==> config.mk <==
export PLATFORM = sky130hd
export DESIGN_NAME = sgfa_top
export DESIGN_NICKNAME = d
export VERILOG_FILES = /design/src/hdl/sgfa_pkg.sv /design/src/hdl/sgfa_top.sv
export VERILOG_INCLUDE_DIRS = /design/src /design/src/hdl
export SDC_FILE = /design/constraint.sdc
export NUM_CORES = 1
export LEC_CHECK = 0
export BUFFER_PORTS_ARGS = -buffer_cell sky130_fd_sc_hd__buf_2
export CAP_MARGIN = 25
export CORE_ASPECT_RATIO = 1.75
export CORE_UTILIZATION = 30
export DETAILED_ROUTE_END_ITERATION = 16
export PLACE_DENSITY = 0.63
export SYNTH_ARGS = -nofsm -noshare
export SYNTH_HDL_FRONTEND = slang
export SYNTH_SLANG_ARGS = --single-unit
==> constraint.sdc <==
create_clock -name core_clk_i -period 7.2 [get_ports core_clk_i]
set_input_delay 1.44 -clock core_clk_i [delete_from_list [all_inputs] [get_ports core_clk_i]]
set_output_delay 1.44 -clock core_clk_i [all_outputs]
set_load 0.03 [all_outputs]
==> src/hdl/sgfa_params.svh <==
// Constants of the switch global frame and aging control block.
`ifndef SGFA_PARAMS_SVH
`define SGFA_PARAMS_SVH

// ----------------------------------------------------------------------
// Register map: indexes and the byte address rule.
// ----------------------------------------------------------------------
`define SGFA_IDX_CTRL_ZERO   8'h02
`define SGFA_IDX_CTRL_ONE    8'h03
`define SGFA_ADDR_SCALE      8'h04

// ----------------------------------------------------------------------
// Field positions.
// ----------------------------------------------------------------------
`define SGFA_C0_LINK_AGE     0
`define SGFA_C0_CONF_DROP    1
`define SGFA_C1_FAST_AGE     1
`define SGFA_C1_AGING_EN     2
`define SGFA_C1_LEN_CHECK    3
`define SGFA_C1_RX_FC_DIS    4
`define SGFA_C1_TX_FC_DIS    5
`define SGFA_C1_LONG_FRAME   6
`define SGFA_C1_PASS_ALL     7

// ----------------------------------------------------------------------
// Reset values; the flow control bits come from the strap instead.
// ----------------------------------------------------------------------
`define SGFA_C0_RESET        8'h00
`define SGFA_C1_RESET        8'h04

// ----------------------------------------------------------------------
// Frame filter constants.
// ----------------------------------------------------------------------
`define SGFA_PAUSE_TYPE      16'h8808
`define SGFA_PAUSE_DA        48'h0180_c200_0001
`define SGFA_LEN_LIMIT       16'h05dc
`define SGFA_LONG_MAX        16'h0800
`define SGFA_STD_MAX         16'h05ee

// ----------------------------------------------------------------------
// Timing: times in their own unit, cycles derived from the clock.
// ----------------------------------------------------------------------
`define SGFA_CLK_PERIOD_PS   64'h0000_0000_0000_1388
`define SGFA_FAST_AGE_US     64'h0000_0000_0000_0320
`define SGFA_NORMAL_AGE_S    64'h0000_0000_0000_012c
`define SGFA_FAST_CYCLES     ((`SGFA_FAST_AGE_US * 64'h0000_0000_000f_4240) / `SGFA_CLK_PERIOD_PS)
`define SGFA_NORMAL_CYCLES   ((`SGFA_NORMAL_AGE_S * 64'h0000_00e8_d4a5_1000) / `SGFA_CLK_PERIOD_PS)

// ----------------------------------------------------------------------
// Bus answers.
// ----------------------------------------------------------------------
`define SGFA_RESP_OKAY       2'h0
`define SGFA_RESP_SLVERR     2'h2

`endif

==> src/hdl/sgfa_pkg.sv <==
// Types shared by the switch global frame and aging control block.
package sgfa_pkg;

  // Summary of one received frame, handed over by the frame parser.
  typedef struct packed {
    logic [47:0] dest_addr;
    logic [15:0] type_len;
    logic [15:0] frame_len;
    logic [15:0] payload_len;
    logic        errored;
    logic        flow_ctrl;
  } sgfa_frame_type;

  // Drop verdict for one frame.
  typedef struct packed {
    logic valid;
    logic drop;
  } sgfa_verdict_type;

  // Aging engine state, one-hot.
  typedef enum logic [1:0] {
    SGFA_AGE_NORMAL   = 2'b01,
    SGFA_AGE_LINKFAST = 2'b10
  } sgfa_age_state_type;

endpackage

==> src/hdl/sgfa_top.sv <==
// Global frame filtering, aging and flow control configuration with AXI4-Lite access.
//
// The AXI4-Lite slave port was decided locally.
`timescale 1ns/1ps
`include "sgfa_params.svh"

module sgfa_top
  import sgfa_pkg::*;
#(
  parameter int          NUM_PORTS     = 4,
  parameter int          ADDR_W        = 8,
  parameter logic [35:0] FAST_CYCLES   = 36'(`SGFA_FAST_CYCLES),
  parameter logic [35:0] NORMAL_CYCLES = 36'(`SGFA_NORMAL_CYCLES)
)
(
  input  wire logic                 core_clk_i,
  input  wire logic                 rst_b_i,
  input  wire logic [ADDR_W-1:0]    s_axi_awaddr_i,
  input  wire logic                 s_axi_awvalid_i,
  output logic                      s_axi_awready_o,
  input  wire logic [31:0]          s_axi_wdata_i,
  input  wire logic [3:0]           s_axi_wstrb_i,
  input  wire logic                 s_axi_wvalid_i,
  output logic                      s_axi_wready_o,
  output logic [1:0]                s_axi_bresp_o,
  output logic                      s_axi_bvalid_o,
  input  wire logic                 s_axi_bready_i,
  input  wire logic [ADDR_W-1:0]    s_axi_araddr_i,
  input  wire logic                 s_axi_arvalid_i,
  output logic                      s_axi_arready_o,
  output logic [31:0]               s_axi_rdata_o,
  output logic [1:0]                s_axi_rresp_o,
  output logic                      s_axi_rvalid_o,
  input  wire logic                 s_axi_rready_i,
  input  wire logic                 flow_control_strap_pin_i,
  input  wire logic [NUM_PORTS-1:0] port_link_up_i,
  input  wire logic                 an_tx_pause_i,
  input  wire logic                 an_rx_pause_i,
  input  wire logic                 frame_done_i,
  input  wire sgfa_frame_type       frame_info_i,
  input  wire logic                 age_scan_done_i,
  output sgfa_verdict_type          verdict_o,
  output logic                      age_scan_start_o,
  output logic                      flush_all_o,
  output logic                      aging_fast_o,
  output logic                      tx_fc_en_o,
  output logic                      rx_fc_en_o,
  output logic                      long_frame_enable_o
);

  // ----------------------------------------------------------------------
  // Helpers
  // ----------------------------------------------------------------------

  // Byte address of a register index; both decoders use it.
  function automatic logic [ADDR_W-1:0] reg_addr(input logic [7:0] idx);
    reg_addr = ADDR_W'(idx * `SGFA_ADDR_SCALE);
  endfunction

  // ----------------------------------------------------------------------
  // Registers and bus state
  // ----------------------------------------------------------------------
  logic [7:0]          ctrl_zero_r;
  logic [7:0]          ctrl_one_r;
  logic [ADDR_W-1:0]   awaddr_r;
  logic [31:0]         wdata_r;
  logic [3:0]          wstrb_r;
  logic                awready_r;
  logic                wready_r;
  logic                bvalid_r;
  logic [1:0]          bresp_r;
  logic                arready_r;
  logic                rvalid_r;
  logic [1:0]          rresp_r;
  logic [31:0]         rdata_r;
  logic                wr_commit;
  logic                strap_s1;
  logic                strap_s2;
  logic                strap_s3;
  logic                strap_loaded_r;

  assign wr_commit = !awready_r && !wready_r && !bvalid_r;

  // Write address and data are taken independently and held until the response is taken.
  always_ff @(posedge core_clk_i or negedge rst_b_i)
  begin
    if (!rst_b_i)
    begin
      awready_r <= 1'b1;
      wready_r  <= 1'b1;
      awaddr_r  <= '0;
      wdata_r   <= '0;
      wstrb_r   <= '0;
    end
    else
    begin
      if (s_axi_awvalid_i && awready_r)
      begin
        awaddr_r  <= s_axi_awaddr_i;
        awready_r <= 1'b0;
      end
      else if (bvalid_r && s_axi_bready_i)
        awready_r <= 1'b1;
      if (s_axi_wvalid_i && wready_r)
      begin
        wdata_r  <= s_axi_wdata_i;
        wstrb_r  <= s_axi_wstrb_i;
        wready_r <= 1'b0;
      end
      else if (bvalid_r && s_axi_bready_i)
        wready_r <= 1'b1;
    end
  end

  // Write response; an unmapped address answers SLVERR and changes nothing.
  always_ff @(posedge core_clk_i or negedge rst_b_i)
  begin
    if (!rst_b_i)
    begin
      bvalid_r <= 1'b0;
      bresp_r  <= `SGFA_RESP_OKAY;
    end
    else if (wr_commit)
    begin
      bvalid_r <= 1'b1;
      bresp_r  <= (awaddr_r == reg_addr(`SGFA_IDX_CTRL_ZERO) ||
                   awaddr_r == reg_addr(`SGFA_IDX_CTRL_ONE)) ? `SGFA_RESP_OKAY : `SGFA_RESP_SLVERR;
    end
    else if (s_axi_bready_i)
      bvalid_r <= 1'b0;
  end

  // The strap is a pin: it is sampled without reset so its level is ready at the release.
  always_ff @(posedge core_clk_i)
  begin
    strap_s1 <= flow_control_strap_pin_i;
    strap_s2 <= strap_s1;
    strap_s3 <= strap_s2;
  end

  // Control registers; the strap is loaded once, in the first cycle after reset in which stages two and three agree.
  always_ff @(posedge core_clk_i or negedge rst_b_i)
  begin
    if (!rst_b_i)
    begin
      ctrl_zero_r    <= `SGFA_C0_RESET;
      ctrl_one_r     <= `SGFA_C1_RESET;
      strap_loaded_r <= 1'b0;
    end
    else
    begin
      if (!strap_loaded_r)
      begin
        // The level counts only once stages two and three agree.
        if (strap_s2 == strap_s3)
        begin
          strap_loaded_r                 <= 1'b1;
          ctrl_one_r[`SGFA_C1_TX_FC_DIS] <= strap_s3;
          ctrl_one_r[`SGFA_C1_RX_FC_DIS] <= strap_s3;
        end
      end
      else if (wr_commit && wstrb_r[0])
      begin
        if (awaddr_r == reg_addr(`SGFA_IDX_CTRL_ZERO))
          ctrl_zero_r[1:0] <= wdata_r[1:0];
        if (awaddr_r == reg_addr(`SGFA_IDX_CTRL_ONE))
          ctrl_one_r[7:1]  <= wdata_r[7:1];
      end
    end
  end

  // Read channel; data is captured with the address so rdata stands with rvalid.
  always_ff @(posedge core_clk_i or negedge rst_b_i)
  begin
    if (!rst_b_i)
    begin
      arready_r <= 1'b1;
      rvalid_r  <= 1'b0;
      rresp_r   <= `SGFA_RESP_OKAY;
      rdata_r   <= '0;
    end
    else if (s_axi_arvalid_i && arready_r)
    begin
      arready_r <= 1'b0;
      rvalid_r  <= 1'b1;
      rresp_r   <= `SGFA_RESP_OKAY;
      if (s_axi_araddr_i == reg_addr(`SGFA_IDX_CTRL_ZERO))
        rdata_r <= {24'h00_0000, 6'h00, ctrl_zero_r[1:0]};
      else if (s_axi_araddr_i == reg_addr(`SGFA_IDX_CTRL_ONE))
        rdata_r <= {24'h00_0000, ctrl_one_r[7:1], 1'b0};
      else
      begin
        rdata_r <= '0;
        rresp_r <= `SGFA_RESP_SLVERR;
      end
    end
    else if (rvalid_r && s_axi_rready_i)
    begin
      rvalid_r  <= 1'b0;
      arready_r <= 1'b1;
    end
  end

  assign s_axi_awready_o = awready_r;
  assign s_axi_wready_o  = wready_r;
  assign s_axi_bvalid_o  = bvalid_r;
  assign s_axi_bresp_o   = bresp_r;
  assign s_axi_arready_o = arready_r;
  assign s_axi_rvalid_o  = rvalid_r;
  assign s_axi_rresp_o   = rresp_r;
  assign s_axi_rdata_o   = rdata_r;

  // ----------------------------------------------------------------------
  // Frame filter
  // ----------------------------------------------------------------------
  logic pause_hit;
  logic len_bad;
  logic too_long;

  // Conformance mode swaps the pause test from the parser's own flag to a fixed match.
  assign pause_hit = ctrl_zero_r[`SGFA_C0_CONF_DROP] ?
                     (frame_info_i.type_len == `SGFA_PAUSE_TYPE ||
                      frame_info_i.dest_addr == `SGFA_PAUSE_DA) :
                     frame_info_i.flow_ctrl;
  assign len_bad   = ctrl_one_r[`SGFA_C1_LEN_CHECK] &&
                     frame_info_i.type_len < `SGFA_LEN_LIMIT &&
                     frame_info_i.type_len != frame_info_i.payload_len;
  assign too_long  = frame_info_i.frame_len >
                     (ctrl_one_r[`SGFA_C1_LONG_FRAME] ? `SGFA_LONG_MAX : `SGFA_STD_MAX);

  // Pass-all overrides every drop reason, so a debug capture sees the bad frames too.
  always_ff @(posedge core_clk_i or negedge rst_b_i)
  begin
    if (!rst_b_i)
      verdict_o <= '0;
    else
    begin
      verdict_o.valid <= frame_done_i;
      verdict_o.drop  <= frame_done_i && !ctrl_one_r[`SGFA_C1_PASS_ALL] &&
                         (frame_info_i.errored || pause_hit || len_bad || too_long);
    end
  end

  // ----------------------------------------------------------------------
  // Link watch: three flops per port, a change counts once stages two and three agree
  // ----------------------------------------------------------------------
  logic [NUM_PORTS-1:0] link_s1;
  logic [NUM_PORTS-1:0] link_s2;
  logic [NUM_PORTS-1:0] link_s3;
  logic [NUM_PORTS-1:0] link_stable_r;
  logic [NUM_PORTS-1:0] link_next;
  logic                 link_lost;

  assign link_next = (link_s2 & link_s3) | (link_stable_r & (link_s2 ^ link_s3));
  assign link_lost = |(link_stable_r & ~link_next);

  // Ports start as down so a link coming up at power-on never looks like an unplug.
  always_ff @(posedge core_clk_i or negedge rst_b_i)
  begin
    if (!rst_b_i)
    begin
      link_s1       <= '0;
      link_s2       <= '0;
      link_s3       <= '0;
      link_stable_r <= '0;
    end
    else
    begin
      link_s1       <= port_link_up_i;
      link_s2       <= link_s1;
      link_s3       <= link_s2;
      link_stable_r <= link_next;
    end
  end

  // ----------------------------------------------------------------------
  // Aging engine
  // ----------------------------------------------------------------------
  sgfa_age_state_type age_state_r;
  logic [35:0]        age_cnt_r;
  logic [35:0]        period;
  logic               period_end;
  logic               link_trig;

  assign period     = ctrl_one_r[`SGFA_C1_FAST_AGE] ? FAST_CYCLES : NORMAL_CYCLES;
  assign period_end = age_cnt_r >= period - 36'h0_0000_0001;
  assign link_trig  = link_lost && ctrl_zero_r[`SGFA_C0_LINK_AGE];

  // One counter serves both the period and the fast-pass deadline.
  always_ff @(posedge core_clk_i or negedge rst_b_i)
  begin
    if (!rst_b_i)
    begin
      age_state_r      <= SGFA_AGE_NORMAL;
      age_cnt_r        <= '0;
      age_scan_start_o <= 1'b0;
      flush_all_o      <= 1'b0;
    end
    else
    begin
      age_scan_start_o <= 1'b0;
      flush_all_o      <= 1'b0;
      case (age_state_r)
        SGFA_AGE_NORMAL:
        begin
          if (link_trig)
          begin
            age_state_r      <= SGFA_AGE_LINKFAST;
            age_cnt_r        <= '0;
            age_scan_start_o <= 1'b1;
            flush_all_o      <= 1'b1;
          end
          else if (!ctrl_one_r[`SGFA_C1_AGING_EN])
            age_cnt_r <= '0;
          else if (period_end)
          begin
            age_cnt_r        <= '0;
            age_scan_start_o <= 1'b1;
          end
          else
            age_cnt_r <= age_cnt_r + 36'h0_0000_0001;
        end
        SGFA_AGE_LINKFAST:
        begin
          // The pass ends on done or at the fast deadline, whichever comes first.
          if (age_scan_done_i || age_cnt_r >= FAST_CYCLES - 36'h0_0000_0001)
          begin
            age_state_r <= SGFA_AGE_NORMAL;
            age_cnt_r   <= '0;
          end
          else
            age_cnt_r <= age_cnt_r + 36'h0_0000_0001;
        end
        default:
        begin
          age_state_r <= SGFA_AGE_NORMAL;
          age_cnt_r   <= '0;
        end
      endcase
    end
  end

  // ----------------------------------------------------------------------
  // Flow control and configuration outputs
  // ----------------------------------------------------------------------
  always_ff @(posedge core_clk_i or negedge rst_b_i)
  begin
    if (!rst_b_i)
    begin
      tx_fc_en_o          <= 1'b0;
      rx_fc_en_o          <= 1'b0;
      long_frame_enable_o <= 1'b0;
      aging_fast_o        <= 1'b0;
    end
    else
    begin
      tx_fc_en_o          <= an_tx_pause_i && !ctrl_one_r[`SGFA_C1_TX_FC_DIS];
      rx_fc_en_o          <= an_rx_pause_i && !ctrl_one_r[`SGFA_C1_RX_FC_DIS];
      long_frame_enable_o <= ctrl_one_r[`SGFA_C1_LONG_FRAME];
      aging_fast_o        <= ctrl_one_r[`SGFA_C1_FAST_AGE] ||
                             age_state_r == SGFA_AGE_LINKFAST;
    end
  end
endmodule
==> metrics.txt <==
status=completed; detailed placement HPWL=10600 um; Ys Warns=0; Overflow after GRT=0; Final Cycle Share=40.8%; Mapped Avg Cell Area=10.6 um^2; Clock transition at path regs=roughly 0.07 ns; Die X-Extent=105 um; area share of the largest cell type after synthesis=44.1%; number of synthesized flops with an enable pin=0; Final Cell Area=6870 um^2; worst vdd ir=0.000105 V; largest fanout on the critical path=36; initial antenna violation count=0; dpl cell area=6590 um^2; hold violation total from the final report=0; final WL=13300 um; number of global-route vias before repair=4589; mean number of vias per cell=4.81; Layout Skew=approximately 0.010 ns; Seq/Total Area, Yosys=47.5%; Die Y=183 um; Leakage=3.29 nW; Critical Path RT=7.40 ns; r2r startpoint=ctrl_one_r[1]$_DFFE_PN0P_; Slew HR=between 30% and 40%; Max-Cap Viols=0; CTS Buffer Depth=2; Row Count=between 60 and 70; CTS H-tree lvls=3; Root Buffer=clkbuf_16; Routed Antenna Nets=0; die area=19300 um^2; ranking of synthesized cells by area=dfrtp_1 (44%), ha_1 (6.9%), xor2_1 (6.2%); DRT iter0 DRCs=170; Core ar.=18200 um^2; Final setup viols=0; setup TNS=0 ns; max-slew violations=0; CTS Sinks=107; Seq cells post-synth=107; routability cong.=0.825; routed length per instance=14.2 um; number of remaining DRC errors=0; critical path arrival=3.13 ns; final net count=894; CTS tree=done; prevailing post-synth register cell=dfrtp_1; leading area contributor after synthesis=dfrtp_1; # hold bufs at CTS=0; final core occ=37.7%; Layout Area Growth over Synthesis=22.2%; unrepaired setup endpoints after global routing=false; startpoint types=flip-flop; global-route usage over all layers=14.3%; kind of end point of the critical path=flip-flop; largest net degree at the start of global routing=71; Yosys cell types=55; Cell Area, Synth=approximately 5600 um^2; Setup Crit Path Kind=reg2reg; Synth async-reset ratio=97.2%; n_diodes=0; share of layout cells above drive strength 1=29.9%; clk_lat worst skew=0.35 ns; commonest cells in the netlist=dfrtp_1 (99), nor2_1 (50), nand2_1 (41); CP Launch Point=ctrl_one_r[1]$_DFFE_PN0P_; Via Count=4500; min Tclk post-route=2.94 ns; first-pass GRT wire length=21400 um; drt first pass iters=4; fmax=0.340 GHz; io pins=215; PortBufs=161; Hold Startpoint=strap_s1$_DFF_P_; TritonCTS buffer count=9; Mapped Cells=531; count leader, synth=dfrtp_1; PostCTS Resize Cnt=0; Slew @ Worst Pin=0.915 ns; Min-Delay Path Class=reg2reg; Post-CTS Setup Inserts=0; initial core utilization=30.8%; power density cells=220 nW/um^2
==> through the flow <==
step | cells | total power, mW | hold slack (ns) | setup slack, ns
2_1_floorplan | 556 | 0.958 | 0.310 | 4.41
3_3_place_gp | 920 | 1.06 | 0.314 | 3.98
3_5_place_dp | 920 | 1.06 | 0.312 | 3.96
4_1_cts | 936 | 1.54 | 0.330 | 4.18
5_1_grt | 936 | 1.60 | 0.340 | 3.98
6_report | 936 | 1.51 | 0.330 | 4.26
==> critical path, stage by stage (launching register included) <==
cell	delay [ns]
dfrtp_1	0.63
ha_1	0.44
nor4bb_1	0.28
nand4_1	0.19
a211oi_2	0.28
nor4_4	0.08
a2bb2oi_4	0.74
nor2_1	0.12
==> state kept, by name, indices dropped and copies added (netlist names), 2 cells and up <==
signal         count
age_state_r        2
link_s3            4
ctrl_one_r         7
ctrl_zero_r        2
awaddr_r           8
link_s2            4
verdict_o          2
link_s1            4
s_axi_rdata_o      8
link_stable_r      4
wdata_r            8
age_cnt_r         36
==> where the power goes <==
group / leakage, nW / internal [mW] / switching, mW
clock: 0.139 / 0.241 / 0.229
combinational: 1.79 / 0.136 / 0.166
sequential: 1.36 / 0.688 / 0.0535
==> per-layer routing <==
metal | GRT usage [%] | vias up | part of all wire, %
li1 | - | 2182 | -
met1 | 12.9 | 2113 | 34
met2 | 28.3 | 172 | 55
met3 | 2.81 | 33 | 5.8
met4 | 9.30 | 0 | 5.2
met5 | 0 | - | 0
==> layout by cell type, fill, tap and decap left out, types with 8 or more instances in the layout <==
cell | Yosys | layout
a21o_1 | 8 | 8
a21oi_1 | 12 | 12
and3_1 | 11 | 11
buf_2 | 0 | 160
clkbuf_16 | 0 | 9
conb_1 | 1 | 26
dfrtp_1 | 99 | 99
ha_1 | 31 | 31
inv_1 | 14 | 14
mux2_2 | 18 | 18
nand2_1 | 41 | 41
nand3_1 | 22 | 22
nand4_1 | 13 | 13
nor2_1 | 50 | 50
nor3_1 | 10 | 10
nor4_1 | 20 | 20
o21ai_0 | 14 | 14
xnor2_1 | 11 | 11
xor2_1 | 40 | 40
==> cells by family (layout without fill, tap and decap cells) <==
group	count (synthesis)	in the layout	synth area share, %
and+or+nand+nor	209	209	20.0
AOI/OAI and AO/OA	64	64	8.13
other	1	26	0.0667
adders and majority gates	31	31	6.90
DFF	107	107	47.5
xor gates and xnor gates	51	51	7.95
muxes	21	21	4.14
buffers and inverters	47	193	5.28
==> cell type report <==
type	count	area [um^2]
Fill cell	1846	11300
Multi-Input combinational cell	402	2750
Sequential cell	107	2670
Timing Repair Buffer	163	823
Tap cell	234	293
Clock buffer	9	225
Clock inverter	7	58.8
Inverter	14	52.6
==> path summary, 6_finish.rpt <==
| path | end | slack, ns | cells after the start |
|---|---|---|---|
| setup / recovery | age_cnt_r[3]$_DFF_PN0_ | 4.26 | 7 |
| hold / removal | strap_s2$_DFF_P_ | 0.33 | 0 |
| setup reg to reg | age_cnt_r[3]$_DFF_PN0_ | 4.26 | 7 |
| hold reg to reg | strap_s2$_DFF_P_ | 0.33 | 0 |
| max in group asynchronous | age_cnt_r[8]$_DFF_PN0_ | 4.88 | 2 |
| min in group asynchronous | tx_fc_en_o$_DFF_PN0_ | 1.04 | 1 |
No activity file was read; power rests on OpenSTA's default activity.
